File: src/design/cmt_defs.svh
// constants of the can mode sequencer: offsets, fields, resets, timing
// How it works
// RULE1 - global stop to reset within 3 clocks
// RULE2 - global reset to stop within 3 clocks
// RULE3 - global reset to test within 3 clocks
// RULE4 - global reset to operating within 3 clocks
// RULE5 - global test to reset within 3 clocks
// RULE6 - global test to operating within 3 clocks
// RULE7 - global operating to reset within 3 clocks
// RULE8 - global operating to test within 2 frames
// RULE9 - channel stop to reset within 3 clocks
// RULE10 - channel reset to stop within 3 clocks
// RULE11 - channel reset to halt within 3 bits
// RULE12 - channel reset to communication within 2 bits
// RULE13 - channel halt to reset within 3 clocks
// RULE14 - channel halt to communication within 3 bits
// RULE15 - channel communication to reset within 3 clocks
// RULE16 - channel communication to halt within 2 frames
// RULE17 - fifo config writable only in global reset
// RULE18 - software bounds every mode poll by timeout
// RULE19 - software configures each channel separately
// RULE20 - status shows mode only after completion
// RULE21 - new request replaces pending target safely
`ifndef CMT_DEFS_SVH
`define CMT_DEFS_SVH

// register byte offsets
`define CMT_A_GCTRL 8'h00
`define CMT_A_GSTAT 8'h04
`define CMT_A_BITLEN 8'h08
`define CMT_A_CH_BASE 8'h10
`define CMT_A_FIFO_BASE 8'h40
`define CMT_STRIDE 8'h08
`define CMT_A_SECOND 8'h04

// mode codes as software sees them
`define CMT_M_RUN 2'h0
`define CMT_M_RST 2'h1
`define CMT_M_HOLD 2'h2
`define CMT_M_STOP 2'h3

// status bit positions
`define CMT_ST_PEND 2
`define CMT_ST_DONE 3
`define CMT_ST_BAD 4
`define CMT_ST_LOCK 5

// fifo configuration write masks and reset values
`define CMT_LO_MASK 32'h0000F301
`define CMT_HI_MASK 32'h00000300
`define CMT_LO_RST 32'h00000000
`define CMT_HI_RST 32'h00000000

// timing: clocks per bit at reset, bits per frame, waits in bits
`define CMT_BITLEN_RST 16'h0014
`define CMT_FRAME_BITS 16'h0087
`define CMT_HALT_BITS 16'h0002
`define CMT_COMM_BITS 16'h0001

`endif

File: src/design/cmt_pkg.sv
// types of the can mode sequencer
`default_nettype none
package cmt_pkg;
    // global mode states, one-hot
    typedef enum logic [3:0] {
        CMT_G_STOP = 4'h1,
        CMT_G_RST = 4'h2,
        CMT_G_TEST = 4'h4,
        CMT_G_OPER = 4'h8
    } cmt_glb_e;
    // channel mode states, one-hot
    typedef enum logic [3:0] {
        CMT_C_STOP = 4'h1,
        CMT_C_RST = 4'h2,
        CMT_C_HALT = 4'h4,
        CMT_C_COMM = 4'h8
    } cmt_chn_e;
    // two-bit mode code seen by software
    typedef logic [1:0] cmt_mode_t;
endpackage
`default_nettype wire

File: src/design/cmt_wait_timer.sv
// bit-time wait counter, one instance in each of the mode state machines
`default_nettype none
module cmt_wait_timer (
    // clock and reset
    input wire logic i_sys_clk,
    input wire logic i_rst,
    // control
    input wire logic i_clear,
    input wire logic i_tick,
    input wire logic [15:0] i_limit,
    // result
    output logic o_expired
);
    logic [15:0] count_q;

    // counts bit ticks since the last clear, saturating
    always_ff @(posedge i_sys_clk) begin
        if (i_rst || i_clear) begin
            count_q <= 16'h0000;
        end else if (i_tick && (count_q != 16'hFFFF)) begin
            count_q <= count_q + 16'h0001;
        end
    end

    assign o_expired = (count_q >= i_limit);
endmodule
`default_nettype wire

File: src/design/cmt_chan_fsm.sv
// per-channel mode state machine of the can mode sequencer
`include "cmt_defs.svh"
`default_nettype none
module cmt_chan_fsm #(
    parameter logic [15:0] FRAME_BITS = `CMT_FRAME_BITS
) (
    // clock and reset
    input wire logic i_sys_clk,
    input wire logic i_rst,
    // accepted request from the register side
    input wire logic i_req,
    input wire logic i_cancel,
    input wire logic [1:0] i_tgt,
    // global mode and bus side
    input wire logic i_glb_stop,
    input wire logic i_glb_rst,
    input wire logic i_bit_tick,
    input wire logic i_bus_idle,
    // status
    output logic [1:0] o_mode,
    output logic o_pend
);
    cmt_pkg::cmt_chn_e state_q;
    cmt_pkg::cmt_mode_t tgt_q;
    logic [15:0] limit;
    logic expired;
    logic done;

    // wait bound and completion test of the pending move
    always_comb begin
        limit = `CMT_HALT_BITS;
        done = 1'b1; // stop and reset moves finish next clock [RULE9] [RULE10] [RULE13] [RULE15]
        case (state_q)
            cmt_pkg::CMT_C_RST: begin
                if (tgt_q == `CMT_M_RUN) begin
                    limit = `CMT_COMM_BITS;
                    done = expired; // [RULE12]
                end else if (tgt_q == `CMT_M_HOLD) begin
                    done = expired; // [RULE11]
                end
            end
            cmt_pkg::CMT_C_HALT: begin
                if (tgt_q == `CMT_M_RUN) begin
                    done = expired; // [RULE14]
                end
            end
            cmt_pkg::CMT_C_COMM: begin
                if (tgt_q == `CMT_M_HOLD) begin
                    limit = 16'(2 * FRAME_BITS);
                    done = i_bus_idle || expired; // [RULE16]
                end
            end
            default: ;
        endcase
    end

    cmt_wait_timer u_wait (
        .i_sys_clk(i_sys_clk),
        .i_rst(i_rst),
        .i_clear(i_req),
        .i_tick(i_bit_tick),
        .i_limit(limit),
        .o_expired(expired)
    );

    // mode state, pending target and visible mode
    always_ff @(posedge i_sys_clk) begin
        if (i_rst || i_glb_stop) begin
            state_q <= cmt_pkg::CMT_C_STOP;
            o_mode <= `CMT_M_STOP;
            tgt_q <= `CMT_M_STOP;
            o_pend <= 1'b0;
        end else if (i_glb_rst && (state_q == cmt_pkg::CMT_C_HALT || state_q == cmt_pkg::CMT_C_COMM)) begin
            state_q <= cmt_pkg::CMT_C_RST;
            o_mode <= `CMT_M_RST;
            o_pend <= 1'b0;
        end else if (i_cancel) begin
            o_pend <= 1'b0;
        end else if (i_req) begin
            tgt_q <= i_tgt; // [RULE21]
            o_pend <= 1'b1;
        end else if (o_pend && done) begin
            o_pend <= 1'b0;
            o_mode <= tgt_q; // [RULE20]
            case (tgt_q)
                `CMT_M_RUN: state_q <= cmt_pkg::CMT_C_COMM;
                `CMT_M_RST: state_q <= cmt_pkg::CMT_C_RST;
                `CMT_M_HOLD: state_q <= cmt_pkg::CMT_C_HALT;
                default: state_q <= cmt_pkg::CMT_C_STOP;
            endcase
        end
    end
endmodule
`default_nettype wire

File: src/design/cmt_mode_seq.sv
// top of the can mode sequencer: registers, global mode, channels, fifo lock
`include "cmt_defs.svh"
`default_nettype none
module cmt_mode_seq #(
    parameter int NUM_CH = 2,
    parameter int NUM_FIFO = 2,
    parameter logic [15:0] FRAME_BITS = `CMT_FRAME_BITS
) (
    // clock and reset
    input wire logic i_sys_clk,
    input wire logic i_rst,
    // register port
    input wire logic [7:0] i_addr,
    input wire logic [31:0] i_wdata,
    input wire logic i_wr,
    input wire logic i_rd,
    output logic [31:0] o_rdata,
    // bus side, one bit per channel
    input wire logic [NUM_CH-1:0] i_ch_bus_idle,
    // mode status
    output wire logic [1:0] o_glb_mode,
    output wire logic [2*NUM_CH-1:0] o_ch_mode,
    // fifo configuration words
    output wire logic [32*NUM_FIFO-1:0] o_fifo_cfg_lo,
    output wire logic [32*NUM_FIFO-1:0] o_fifo_cfg_hi
);

    // ****************************************
    // declarations
    // ****************************************

    // global mode machine
    cmt_pkg::cmt_glb_e glb_q;
    cmt_pkg::cmt_mode_t glb_mode_q;
    cmt_pkg::cmt_mode_t gtgt_q;
    logic gpend_q;
    logic gdone;
    logic gexp;
    logic [15:0] glimit;

    // bit time base
    logic [15:0] bitlen_q;
    logic [15:0] bcnt_q;
    logic bit_tick;

    // status flags
    logic done_q;
    logic bad_q;
    logic lock_q;
    logic done_ev;
    logic bad_ev;
    logic lock_ev;

    // write decode
    logic gctrl_wr;
    logic gstat_wr;
    logic bitlen_wr;
    cmt_pkg::cmt_mode_t req;
    logic glb_ok;
    logic in_rst;
    logic glb_run;

    // channel signals
    logic [NUM_CH-1:0] ch_wr;
    logic [NUM_CH-1:0] ch_req;
    logic [NUM_CH-1:0] ch_cancel;
    logic [NUM_CH-1:0] ch_bad;
    logic [NUM_CH-1:0] ch_pend;
    logic [NUM_CH-1:0] ch_quiet;
    logic [2*NUM_CH-1:0] ch_mode;

    // fifo words
    logic [NUM_FIFO-1:0] lo_wr;
    logic [NUM_FIFO-1:0] hi_wr;
    logic [31:0] fifo_lo_q [NUM_FIFO];
    logic [31:0] fifo_hi_q [NUM_FIFO];

    // read mux
    logic [31:0] rd_val;

    // ****************************************
    // mode legality
    // ****************************************

    // stop leads only to reset, reset leads anywhere, test and run never to stop
    function automatic logic legal(input logic [1:0] cur, input logic [1:0] tgt);
        logic ok;

        ok = 1'b0;
        case (cur)
            `CMT_M_STOP: ok = (tgt == `CMT_M_RST);
            `CMT_M_RST: ok = (tgt != `CMT_M_RST);
            default: ok = (tgt != `CMT_M_STOP) && (tgt != cur);
        endcase
        return ok;
    endfunction

    // ****************************************
    // register write decode
    // ****************************************

    assign req = i_wdata[1:0];
    assign gctrl_wr = i_wr && (i_addr == `CMT_A_GCTRL);
    assign gstat_wr = i_wr && (i_addr == `CMT_A_GSTAT);
    assign bitlen_wr = i_wr && (i_addr == `CMT_A_BITLEN);

    assign glb_ok = legal(glb_mode_q, req);

    assign in_rst = (glb_q == cmt_pkg::CMT_G_RST);
    assign glb_run = (glb_q == cmt_pkg::CMT_G_OPER) || (glb_q == cmt_pkg::CMT_G_TEST);

    // ****************************************
    // bit time base
    // ****************************************

    // clocks per can bit, software programmable
    always_ff @(posedge i_sys_clk) begin
        if (i_rst) begin
            bitlen_q <= `CMT_BITLEN_RST;
        end else if (bitlen_wr) begin
            bitlen_q <= i_wdata[15:0];
        end
    end

    // one tick per bit time; zero or one means every clock
    assign bit_tick = (bcnt_q >= bitlen_q);

    always_ff @(posedge i_sys_clk) begin
        if (i_rst || bit_tick) begin
            bcnt_q <= 16'h0001;
        end else begin
            bcnt_q <= bcnt_q + 16'h0001;
        end
    end

    // ****************************************
    // global mode state machine
    // ****************************************

    // operating to test waits for quiet channels, bounded by two frames
    assign glimit = 16'(2 * FRAME_BITS);

    always_comb begin
        gdone = 1'b1; // other global moves finish next clock [RULE1] [RULE2] [RULE3] [RULE4]
        case (glb_q)
            cmt_pkg::CMT_G_OPER: begin
                if (gtgt_q == `CMT_M_HOLD) begin
                    gdone = (&ch_quiet) || gexp; // [RULE8]
                end
            end
            cmt_pkg::CMT_G_TEST: gdone = 1'b1; // [RULE5] [RULE6]
            default: ;
        endcase
    end

    cmt_wait_timer u_gwait (
        .i_sys_clk(i_sys_clk),
        .i_rst(i_rst),
        .i_clear(gctrl_wr),
        .i_tick(bit_tick),
        .i_limit(glimit),
        .o_expired(gexp)
    );

    // global state, pending target and visible mode
    always_ff @(posedge i_sys_clk) begin
        if (i_rst) begin
            glb_q <= cmt_pkg::CMT_G_STOP;
            glb_mode_q <= `CMT_M_STOP;
            gtgt_q <= `CMT_M_STOP;
            gpend_q <= 1'b0;
        end else if (gctrl_wr) begin
            if (req == glb_mode_q) begin
                gpend_q <= 1'b0; // asking for the present mode drops the pending move
            end else if (glb_ok) begin
                gtgt_q <= req; // [RULE21]
                gpend_q <= 1'b1;
            end
        end else if (gpend_q && gdone) begin
            gpend_q <= 1'b0;
            glb_mode_q <= gtgt_q; // [RULE20] [RULE7]
            case (gtgt_q)
                `CMT_M_RUN: glb_q <= cmt_pkg::CMT_G_OPER;
                `CMT_M_RST: glb_q <= cmt_pkg::CMT_G_RST;
                `CMT_M_HOLD: glb_q <= cmt_pkg::CMT_G_TEST;
                default: glb_q <= cmt_pkg::CMT_G_STOP;
            endcase
        end
    end

    // global mode out
    assign o_glb_mode = glb_mode_q;

    // ****************************************
    // sticky status flags
    // ****************************************

    // flag events
    assign done_ev = gpend_q && gdone && !gctrl_wr;
    assign bad_ev = (gctrl_wr && (req != glb_mode_q) && !glb_ok) || (|ch_bad);
    assign lock_ev = (|(lo_wr | hi_wr)) && !in_rst;

    // set wins over a write-one-to-clear in the same cycle
    always_ff @(posedge i_sys_clk) begin
        if (i_rst) begin
            done_q <= 1'b0;
            bad_q <= 1'b0;
            lock_q <= 1'b0;
        end else begin
            done_q <= done_ev || (done_q && !(gstat_wr && i_wdata[`CMT_ST_DONE]));
            bad_q <= bad_ev || (bad_q && !(gstat_wr && i_wdata[`CMT_ST_BAD]));
            lock_q <= lock_ev || (lock_q && !(gstat_wr && i_wdata[`CMT_ST_LOCK]));
        end
    end

    // ****************************************
    // channels
    // ****************************************

    genvar gc;
    generate
        for (gc = 0; gc < NUM_CH; gc++) begin : g_ch
            logic [1:0] cur;
            logic ok;

            assign cur = ch_mode[2*gc+:2];

            assign ch_wr[gc] = i_wr && (i_addr == `CMT_A_CH_BASE + `CMT_STRIDE * 8'(gc));
            // halt and communication need a running global mode
            assign ok = legal(cur, req) && (glb_run || req == `CMT_M_STOP || req == `CMT_M_RST);

            assign ch_cancel[gc] = ch_wr[gc] && (req == cur);
            assign ch_req[gc] = ch_wr[gc] && (req != cur) && ok;
            assign ch_bad[gc] = ch_wr[gc] && (req != cur) && !ok;
            assign ch_quiet[gc] = i_ch_bus_idle[gc] || (cur != `CMT_M_RUN);

            // channel machine
            cmt_chan_fsm #(
                .FRAME_BITS(FRAME_BITS)
            ) u_ch (
                .i_sys_clk(i_sys_clk),
                .i_rst(i_rst),
                .i_req(ch_req[gc]),
                .i_cancel(ch_cancel[gc]),
                .i_tgt(req),
                .i_glb_stop(glb_q == cmt_pkg::CMT_G_STOP),
                .i_glb_rst(in_rst),
                .i_bit_tick(bit_tick),
                .i_bus_idle(i_ch_bus_idle[gc]),
                .o_mode(ch_mode[2*gc+:2]),
                .o_pend(ch_pend[gc])
            );
        end
    endgenerate

    // channel modes out
    assign o_ch_mode = ch_mode;

    // ****************************************
    // fifo configuration, locked outside global reset
    // ****************************************

    genvar gf;
    generate
        for (gf = 0; gf < NUM_FIFO; gf++) begin : g_fifo
            // word strobes
            assign lo_wr[gf] = i_wr && (i_addr == `CMT_A_FIFO_BASE + `CMT_STRIDE * 8'(gf));
            assign hi_wr[gf] = i_wr && (i_addr == `CMT_A_FIFO_BASE + `CMT_STRIDE * 8'(gf) + `CMT_A_SECOND);

            // enable, direction, fill threshold and timing select
            always_ff @(posedge i_sys_clk) begin
                if (i_rst) begin
                    fifo_lo_q[gf] <= `CMT_LO_RST;
                end else if (lo_wr[gf] && in_rst) begin
                    fifo_lo_q[gf] <= i_wdata & `CMT_LO_MASK; // [RULE17]
                end
            end

            // linked transmit buffer select
            always_ff @(posedge i_sys_clk) begin
                if (i_rst) begin
                    fifo_hi_q[gf] <= `CMT_HI_RST;
                end else if (hi_wr[gf] && in_rst) begin
                    fifo_hi_q[gf] <= i_wdata & `CMT_HI_MASK; // [RULE17]
                end
            end

            assign o_fifo_cfg_lo[32*gf+:32] = fifo_lo_q[gf];
            assign o_fifo_cfg_hi[32*gf+:32] = fifo_hi_q[gf];
        end
    endgenerate

    // ****************************************
    // register read
    // ****************************************

    // unmapped addresses and control words of channels read as zero
    always_comb begin
        rd_val = 32'h00000000;
        case (i_addr)
            `CMT_A_GCTRL: rd_val = {30'h00000000, gtgt_q};
            `CMT_A_GSTAT: begin
                rd_val[1:0] = glb_mode_q; // [RULE20]
                rd_val[`CMT_ST_PEND] = gpend_q;
                rd_val[`CMT_ST_DONE] = done_q;
                rd_val[`CMT_ST_BAD] = bad_q;
                rd_val[`CMT_ST_LOCK] = lock_q;
            end
            `CMT_A_BITLEN: rd_val = {16'h0000, bitlen_q};
            default: ;
        endcase

        for (int c = 0; c < NUM_CH; c++) begin
            if (i_addr == `CMT_A_CH_BASE + `CMT_STRIDE * 8'(c) + `CMT_A_SECOND) begin
                rd_val = {29'h00000000, ch_pend[c], ch_mode[2*c+:2]}; // [RULE20]
            end
        end

        for (int f = 0; f < NUM_FIFO; f++) begin
            if (i_addr == `CMT_A_FIFO_BASE + `CMT_STRIDE * 8'(f)) begin
                rd_val = fifo_lo_q[f];
            end
            if (i_addr == `CMT_A_FIFO_BASE + `CMT_STRIDE * 8'(f) + `CMT_A_SECOND) begin
                rd_val = fifo_hi_q[f];
            end
        end
    end

    // read data stands only in the cycle after the strobe
    always_ff @(posedge i_sys_clk) begin
        if (i_rst) begin
            o_rdata <= 32'h00000000;
        end else if (i_rd) begin
            o_rdata <= rd_val;
        end else begin
            o_rdata <= 32'h00000000;
        end
    end

endmodule
`default_nettype wire

File: config.mk
export PLATFORM = sky130hd
export DESIGN_NAME = cmt_mode_seq
export DESIGN_NICKNAME = d
export VERILOG_FILES = /design/src/design/cmt_pkg.sv /design/src/design/cmt_wait_timer.sv /design/src/design/cmt_chan_fsm.sv /design/src/design/cmt_mode_seq.sv
export VERILOG_INCLUDE_DIRS = /design/src /design/src/design
export SDC_FILE = /design/constraint.sdc
export NUM_CORES = 1
export LEC_CHECK = 0
export BUFFER_PORTS_ARGS = -buffer_cell sky130_fd_sc_hd__buf_2
export CAP_MARGIN = 20
export CORE_MARGIN = 8
export CORE_UTILIZATION = 38
export DETAILED_ROUTE_END_ITERATION = 12
export GPL_TIMING_DRIVEN = 0
export SYNTH_ARGS = -nofsm -noshare
export SYNTH_HDL_FRONTEND = slang
export SYNTH_SLANG_ARGS = --single-unit
File: constraint.sdc
create_clock -name i_sys_clk -period 7.1 [get_ports i_sys_clk]
set_input_delay 0.71 -clock i_sys_clk [delete_from_list [all_inputs] [get_ports i_sys_clk]]
set_output_delay 0.71 -clock i_sys_clk [all_outputs]
set_load 0.01 [all_outputs]
Word-level counts from Yosys, hierarchy flattened
Memories as Yosys holds them, arrays and structs flattened.
Index checks and enable logic that the tools add are counted.
- add/sub/neg operators: 4
- multiply operators: 0
- div/mod/pow operators: 0
- order comparisons: 4
- equal/unequal tests: 50
- shifts and indexed selects: 0
- muxes and demuxes: 74
- bitwise operators: 14
- reductions and logical operators: 99
- operators by type and width (operator ; number):
    $mux 32 ; 6
    $add 16x1->16 const B ; 4
    $pmux 16 s2 ; 2
    $ge 16x16->1 ; 3
    $ne 16x16->1 const B ; 3
    $logic_and 1x1->1 ; 44
    $mux 2 ; 20
    $pmux 4 s3 ; 3
    $eq 8x5->1 const B ; 4
    $eq 8x7->1 const B ; 4
    $mux 1 ; 32
    $reduce_and 3->1 ; 7
    $logic_or 1x1->1 ; 19
    $mux 9 ; 2
    $pmux 6 s3 ; 1
    $ge 16x9->1 const B ; 1
    $eq 2x1->1 const B ; 7
    $eq 2x2->1 const B ; 7
    $mux 7 ; 2
    $reduce_bool 2->1 ; 7
    $eq 4x2->1 const B ; 3
    $eq 4x3->1 const B ; 3
    $eq 4x4->1 const B ; 3
    $mux 10 ; 1
    other kinds (19) ; 57
- flip-flop bits (word level): 142
- latch bits: 0
- memory bits (writable): 18
- ROM bits: 0
- input bits: 46
- output and inout bits: 166
- word-level logic and storage cells: 272
- memories kept: 2
- memories (name ; words ; width ; read ports ; clocked after memory_dff ; write ports ; line ; text):
    fifo_lo_q ; 2 ; 7 ; 2 ; 0 ; 2 ; cmt_mode_seq.sv:75 ; logic [31:0] fifo_lo_q [NUM_FIFO];
    fifo_hi_q ; 2 ; 2 ; 2 ; 0 ; 2 ; cmt_mode_seq.sv:76 ; logic [31:0] fifo_hi_q [NUM_FIFO];

Depth between registers and ports, before layout
Gate-level depths: netlist of the first run.
- depth in word-level cells: 12
- gate-level depth with buffers: 12
- mapped depth without buffers: 10

Hierarchy
Synthesis of the first run repeated with hierarchy kept, for this count alone.
- cell total of the unflattened synthesis: 1164
- area, all modules: 9933.3 µm²
- by module, submodules not included (module ; instances ; cells each ; area each (µm²) ; seq. area each (µm²)):
    cmt_mode_seq ; 1 ; 584 ; 5064.9 ; 1741.7
    cmt_wait_timer ; 3 ; 148 ; 1214.9 ; 320.3
    cmt_chan_fsm ; 2 ; 68 ; 611.8 ; 180.2

Least setup slack after synthesis of the first run
No wires, ideal clock.
- path kind: register -> register
- start point: register g_ch[1].u_ch.tgt_q[1]
- end point: register g_ch[1].u_ch.state_q[1]
- setup time: 0.122 ns
- data arrival time: 2.303 ns
- data required time: 6.978 ns
- slack: 4.675 ns
- cell stages (with the launch flop): 11
- buffers on the path: 1
- clock period less this slack: 2.425 ns
- path through: dfxtp_1 > clkbuf_1 > nor2_1 > and3_1 > ha_1 > nand2b_1 > a211oi_1 > o21ai_1 > a2111oi_4 > nor4b_4 > o311a_1
- longest elaborated chain between the ends: 10
- elaborated cells between the ends (all ways): 21
- classes of those cells: 1 x order compare; 2 x eq/ne; 13 x mux; 5 x reduce/logical
- ends and longest elaborated chain (item ; line ; text):
    from (decl) ; cmt_chan_fsm.sv:24 ; cmt_pkg::cmt_mode_t tgt_q;
    from (signal assigned) ; cmt_chan_fsm.sv:71 ; tgt_q <= `CMT_M_STOP;
    from (signal assigned) ; cmt_chan_fsm.sv:80 ; tgt_q <= i_tgt;
    $eq 2x2->1 or $logic_not 2->1 (tied branches) ; cmt_chan_fsm.sv:85 ; case (tgt_q)
    $mux 9 or $mux 2 (tied branches) ; cmt_chan_fsm.sv:48, cmt_chan_fsm.sv:35 ;
    $pmux 16 s2 ; cmt_chan_fsm.sv:33 ; case (state_q)
    $ge 16x16->1 ; cmt_wait_timer.sv:25 ; assign o_expired = (count_q >= i_limit);
    $mux 1 or $logic_or 1x1->1 (tied branches) ; cmt_chan_fsm.sv:38, cmt_chan_fsm.sv:50 ;
    $mux 1 (on tied branches) ; cmt_chan_fsm.sv:35, cmt_chan_fsm.sv:48 ;
    $pmux 1 s3 ; cmt_chan_fsm.sv:33 ;
    $logic_and 1x1->1 ; cmt_chan_fsm.sv:82 ; end else if (o_pend && done) begin
    $reduce_bool 2->1 (no line) ; n/a ;
    $reduce_and 3->1 (no line) ; n/a ;
    to (signal assigned) ; cmt_chan_fsm.sv:86 ; `CMT_M_RUN: state_q <= cmt_pkg::CMT_C_COMM;
    to (signal assigned) ; cmt_chan_fsm.sv:87 ; `CMT_M_RST: state_q <= cmt_pkg::CMT_C_RST;
    to (signal assigned) ; cmt_chan_fsm.sv:88 ; `CMT_M_HOLD: state_q <= cmt_pkg::CMT_C_HALT;
    to (decl) ; cmt_chan_fsm.sv:23 ; cmt_pkg::cmt_chn_e state_q;
Parallel ways exist; a longest one is shown, timed or not. The select of a mux whose other input is x is not followed.
A chain may end at the register's enable or synchronous reset.

Final worst setup path of the first run
- start point: register bcnt_q[0]
- end point: register g_ch[0].u_ch.u_wait.count_q[1]
- longest elaborated chain between the ends: 2
- ends and longest elaborated chain (item ; line ; text):
    from (decl) ; cmt_mode_seq.sv:43 ; logic [15:0] bcnt_q;
    from (signal assigned) ; cmt_mode_seq.sv:132 ; bcnt_q <= bcnt_q + 16'h0001;
    $ge 16x16->1 ; cmt_mode_seq.sv:126 ; assign bit_tick = (bcnt_q >= bitlen_q);
    $logic_and 1x1->1 ; cmt_wait_timer.sv:20 ; end else if (i_tick && (count_q != 16'hFFFF)) begin
    to (signal assigned) ; cmt_wait_timer.sv:21 ; count_q <= count_q + 16'h0001;
    to (decl) ; cmt_wait_timer.sv:14 ; logic [15:0] count_q;
Every way passes these cells.

==> results.json, run 1 <==
{
  "synth_flop_cell": "dfxtp_1",
  "critPathMaxStageDelay_ps": 410,
  "dp_hpwl_um": 17200,
  "ys_seq_elements": 144,
  "drv_slew": 0,
  "cts_tree": "built",
  "crit_family": "buffers and inverters",
  "final_util_pct": 47.1,
  "cts_inserted_buffers": 17,
  "setup_viol": 0,
  "syn2layout_area_growth_pct": 21.3,
  "vias_per_cell": 4.88,
  "period_needed_ps": 2760,
  "critPathKind": "flop to flop",
  "synth_cell_types": 71,
  "busiest_layer": "met2",
  "final-hold-violation-count": 0,
  "cp.required_ps": 7410,
  "grt.total_usage_pct": 15.6,
  "cp-end-kind": "flop",
  "cts_buffer_depth": 2,
  "ys_warn_count": 0,
  "nets": 1300,
  "drive_above_1_share_pct": 20.9,
  "cp_num_buf_inv": 4,
  "wl_per_cell_um": 14.4,
  "clock_latency_ps": 430,
  "ir_drop_mv": 0.111,
  "crit_fanout": 10,
  "gp_congestion": 0.811,
  "dr.pass1.iters": 7,
  "maxSlewHeadroom_pct": 28.8,
  "finalCritPeriodShare_pct": 38.9,
  "routed-via-count": 7398,
  "htreeDepth": 4,
  "drc": 0,
  "async_flop_share_pct": 0,
  "worstPathArrival_ps": 3070,
  "multi_input_area_sq_um": 4630,
  "max_slew.worst_pin.slew_ps": 1060,
  "antennaDiodeCount": 0,
  "die_y_um": 166,
  "syn_avg_cell_area_sq_um": 8.41,
  "skew_ps": 11.6,
  "startpoint_type": "flop",
  "reg2regPathDepth": 12,
  "core-area_sq_um": 21900,
  "grt_pass1_wl_um": 36000,
  "cts-resized-gates": 0,
  "portBuffers": 66,
  "cts.reportedPaths.clkPinSlew_ps": 60,
  "cts_root_buf": "clkbuf_16",
  "grt_max_degree": 17,
  "post-cts-setup-buffers": 0,
  "cp_cell_sequence": "inv_1 > ha_1 > or3b_1 > o2111ai_1 > a31oi_1 > o21a_1 > buf_2 > o21ai_1 > buf_2 > buf_4 > mux2i_1 > nor2_1",
  "gr-usage-met1_pct": 20.3,
  "synthTopCellsByArea": "dfxtp_1, buf_4, edfxtp_1",
  "setup_tns_ps": 0,
  "hold_depth": 2,
  "p_per_area_nw_per_um2": 193,
  "met2_usage_pct": 24.9,
  "yosysTopAreaCell": "dfxtp_1",
  "ant_nets": 0,
  "status": "finished clean",
  "cp_common_cell": "buf_2",
  "syn_area_sq_um": 8510,
  "synth.top_cell.area_share_pct": 29.7,
  "drt_iter0_markers": 481,
  "register_area_sq_um": 3060,
  "fmax_mhz": 362,
  "io_pins": 212,
  "crit_slowest_cell": "dfxtp_1",
  "synth_cells": 1012,
  "grt_antenna_before_repair": 0,
  "path_depth": 12,
  "grt-ovfl-total": 0,
  "postCtsHoldBufs": 0,
  "use_met3_pct": 3.83,
  "initial_core_util_pct": 38.9,
  "finalWirelength_um": 21900,
  "yosysSeqAreaShare_pct": 36.0,
  "rsz0062_at_grt": "no",
  "dieWidth_um": 166,
  "hold_path_class": "flop to flop",
  "dieArea_sq_um": 27400,
  "n_fill_cell": 2202,
  "clock-sinks": 144,
  "synth_edf_count": 18,
  "num_rows": 54,
  "leakage_nw": 4.43,
  "drv_cap": 0,
  "grt_pass1_vias": 6993
}
-- cell families after synthesis --
family,after synthesis,synth area share [%]
AO/OA/AOI/OAI,192,15.1
XOR/XNOR,36,3.71
adder cells (fa/ha/maj),31,4.56
buffers and inverters,203,15.1
flip-flops,144,36.0
multiplexers,15,1.76
other,1,0.0441
AND/OR/NAND/NOR,390,23.8
-- flip-flops by register name, indices dropped and copies added (netlist names), 2 cells and up --
name,cells
g_ch.u_ch.state_q,8
fifo_lo_q,14
g_ch.u_ch.o_mode,4
g_ch.u_ch.u_wait.count_q,32
glb_q,4
o_glb_mode,2
u_gwait.count_q,16
o_rdata,16
g_ch.u_ch.o_pend,2
g_ch.u_ch.tgt_q,4
bitlen_q,16
fifo_hi_q,4
bcnt_q,16
gtgt_q,2
-- final timing paths --
kind / to / slack, ps / startpoint
max: g_ch[0].u_ch.u_wait.count_q[1] / 4340 / bcnt_q[0]
max reg2reg: g_ch[0].u_ch.u_wait.count_q[1] / 4340 / bcnt_q[0]
min reg2reg: bitlen_q[1] / 460 / bitlen_q[1]
min: bitlen_q[1] / 460 / bitlen_q[1]
-- stage by stage --
step                      cell area [sq um]  power [mW]  setup slack (ps)  hold WS, ps  instances
after global routing                  10300        2.07              4110          479       1516
after detailed placement               9660        1.00              4140          454       1484
after CTS                             10300        2.01              4300          465       1516
final                                 10300        1.99              4340          464       1516
after global placement                 9660        1.00              4140          446       1483
after floorplan                        8980       0.972              4680          436       1137
-- metal layers --
| metal | wire [um] | vias to the layer above |
|---|---|---|
| li1 | - | 3767 |
| met4 | 318 | 0 |
| met2 | 9980 | 225 |
| met1 | 10300 | 3376 |
| met3 | 1310 | 30 |
| met5 | 0 | - |
-- cells in the mapped netlist (20+ instances only) --
cell,number
a21oi_1,57
nor2_1,91
xor2_1,20
ha_1,31
o21ai_0,37
dfxtp_1,126
nand3_1,45
and3_1,24
buf_4,129
o211ai_1,26
inv_1,35
or3_1,22
nand2_1,92
-- layout by cell type (no fill, tap or decap), drive strengths merged, types with 22 or more instances in the layout --
cell,netlist,final
a21oi,58,58
and3,24,24
buf,149,216
clkbuf,19,37
conb,1,126
dfxtp,126,126
ha,31,31
inv,35,38
nand2,92,92
nand3,45,45
nor2,91,91
o211ai,26,26
o21ai,44,44
or3,22,22
-- power by group --
part           switching [mW]  internal (mW)
sequential            0.00595          0.830
combinational          0.0877         0.0684
clock                   0.369          0.630
total                   0.463           1.53
-- final cells by class --
cell class | count | share of cell area, %
Multi-Input combinational cell | 790 | 44.9
Sequential cell | 144 | 29.7
Buffer | 168 | 11.1
Clock buffer | 18 | 4.16
Tap cell | 280 | 3.39
Timing Repair Buffer | 67 | 3.25
Clock inverter | 14 | 2.22
Inverter | 35 | 1.27
-- tightest hold or removal path: cells and delay by family, from the launching register on --
| kind | cells | cell delay (ps) |
|---|---|---|
| DFF | 1 | 310 |
| AOI/OAI and AO/OA | 1 | 60 |
| and+or+nand+nor | 1 | 50 |
Note: power is estimated with default switching activity, not from simulation.
==> inputs of run 2 (changes only) <==
ABC_AREA = 1   (was default)
clock period = 2.3 ns   (was 7.1 ns; I/O delays follow)
==> run 2 against run 1 <==
  * Worst setup slack got worse by 4200 ps
  * Clock skew rose by 8.3 ps
  * Register-to-register slack worse by 4200 ps
  * Power rose to 2.8 times the previous value
  * Critical path depth fell by 6
  * Wire length rose by 11%
  * Clock power grew to 2.6 times the previous value
  * Utilization is 0.62 points lower
  * Synthesized cell count up 24%
  * Non-clock buffer count fell by 14
  * Flip-flop and latch count unchanged
  * Critical path type unchanged
  * Largest power group unchanged
==> results.json, run 2 <==
{
  "drt_iter0_markers": 568,
  "setup_tns_ps": 0,
  "async_flop_share_pct": 0,
  "syn_avg_cell_area_sq_um": 7.13,
  "synth_common_cells": "nand2_1, nor2_1, buf_4",
  "hold_path_class": "input pin to flop",
  "grt-ovfl-total": 0,
  "max_slew.worst_pin.slew_ps": 886,
  "io_pins": 212,
  "yosysTopAreaCell": "dfxtp_1",
  "startpoint_type": "flop",
  "postCtsHoldBufs": 0,
  "synth_cells": 1258,
  "synth_flop_cell": "dfxtp_1",
  "nets": 1550,
  "regMostFlops": "g_ch.u_ch.u_wait.count_q",
  "p_per_area_nw_per_um2": 522,
  "wl_per_cell_um": 13.5,
  "synth_cell_types": 49,
  "maxSlewHeadroom_pct": 40.4,
  "final_cells": 1805,
  "grt_antenna_before_repair": 0,
  "finalCritPeriodShare_pct": 93.7,
  "drv_slew": 0,
  "final-hold-violation-count": 0,
  "antennaDiodeCount": 0,
  "dr.pass1.iters": 6,
  "cts.reportedPaths.clkPinSlew_ps": 60,
  "ys_seq_elements": 144,
  "final_common_cell": "nand2_1",
  "htreeDepth": 4,
  "leakage_nw": 5.16,
  "synth.top_cell.area_share_pct": 28.1,
  "synth_edf_count": 18,
  "status": "finished clean",
  "worstPathArrival_ps": 2260,
  "syn2layout_area_growth_pct": 21.0,
  "period_needed_ps": 2160,
  "synth.most_common_cell": "nand2_1",
  "initial_core_util_pct": 38.4,
  "grt_max_degree": 17,
  "skew_ps": 19.9,
  "final_util_pct": 46.5,
  "ir_drop_mv": 0.408,
  "rsz0062_at_grt": "yes",
  "drc": 0,
  "ant_nets": 0,
  "largest_reg_flops": 32,
  "syn_area_sq_um": 8970,
  "synthTopCellsByArea": "dfxtp_1, buf_4, nand2_1",
  "dieArea_sq_um": 28800,
  "drv_cap": 0,
  "cts_root_buf": "clkbuf_16",
  "r2r_slack_ps": 140,
  "portBuffers": 67,
  "cts_tree": "built",
  "vias_per_cell": 4.56,
  "clock-sinks": 144,
  "cts_buffer_depth": 2,
  "yosysSeqAreaShare_pct": 34.1,
  "core-area_sq_um": 23300,
  "crit_fanout": 8,
  "setup_viol": 0,
  "grt.total_usage_pct": 16.4,
  "ys_warn_count": 0,
  "grt_pass1_vias": 7741,
  "layout_common_cells": "nand2_1, nor2_1, buf_4",
  "grt_pass1_wl_um": 38700,
  "cts_inserted_buffers": 17,
  "gp_congestion": 0.892,
  "dieWidth_um": 170,
  "placed_cells": 1769,
  "cp.required_ps": 2400,
  "dp_hpwl_um": 19000,
  "fmax_mhz": 464,
  "cp-end-kind": "flop",
  "clock_latency_ps": 430,
  "routed-via-count": 8229,
  "critPathKind": "flop to flop",
  "drive_above_1_share_pct": 20.1,
  "num_rows": 56,
  "die_y_um": 170,
  "finalWirelength_um": 24300
}
## run 2: worst paths after layout
kind               from               to  cells after the start
max reg2reg    glb_q[1]  fifo_lo_q[1][3]                      6
max            glb_q[1]  fifo_lo_q[1][3]                      6
min reg2reg       bad_q            bad_q                      2
min          i_wdata[2]      bitlen_q[2]                      3
## run 2: kinds of logic after synthesis
group	share of synthesized area, %
DFF	34.1
and+or+nand+nor	29.2
xor gates and xnor gates	4.78
adders and majority gates	4.32
AOI/OAI and AO/OA	9.79
other	0.0418
buffers and inverters	17.7
## run 2: final cells by class
class / count / area [sq um]
flip-flops and latches: 144 / 3070
clock inverters: 14 / 121
inverters: 131 / 492
repair buffers: 71 / 365
plain buffers: 150 / 1100
well taps: 319 / 399
clock buffers: 18 / 429
fillers: 2398 / 12500
multi-input cells: 958 / 4880
## run 2: worst max-delay path, cell delays in order, from the launching register on
cell and delay (ps):
dfxtp_1 400, inv_1 80, nor3_2 410, inv_1 120, nor2_1 430, nand2_1 120, nand2_1 270
## run 2: power by group
group          total (mW)  switching [mW]  leakage [nW]  internal (mW)
Sequential           2.57          0.0157          1.20           2.56
Combinational       0.478           0.269          3.68          0.209
Clock                2.61            1.20         0.272           1.42
Total                5.67            1.48          5.16           4.19
## run 2: routing by layer
| metal | share of wire, % | GRT usage [%] | up-vias |
|---|---|---|---|
| met1 | 45 | 20.9 | 3704 |
| met2 | 46 | 27.4 | 223 |
| li1 | - | - | 4287 |
| met3 | 7.2 | 4.16 | 15 |
| met4 | 0.88 | 3.81 | 0 |
| met5 | 0 | 0 | - |
## run 2: repair_timing
| item | CTS | global route |
|---|---|---|
| resized for setup | 2 | 24 |
| buffers inserted | 0 | 4 |
| pin swaps | 0 | 2 |
| gates cloned | 0 | 1 |
| endpoints found under the setup margin | 14 | 70 |
## run 2: through the flow
stage	hold slack, ps	instance area [sq um]	worst slack, ps	total power, mW
floorplan	356	9440	278	3.00
global placement	439	10200	-109	3.09
detailed placement	442	10200	-118	3.09
CTS	35.5	10700	34.5	5.70
global route	52.0	10900	-23.3	5.90
finish	43.8	10900	144	5.67
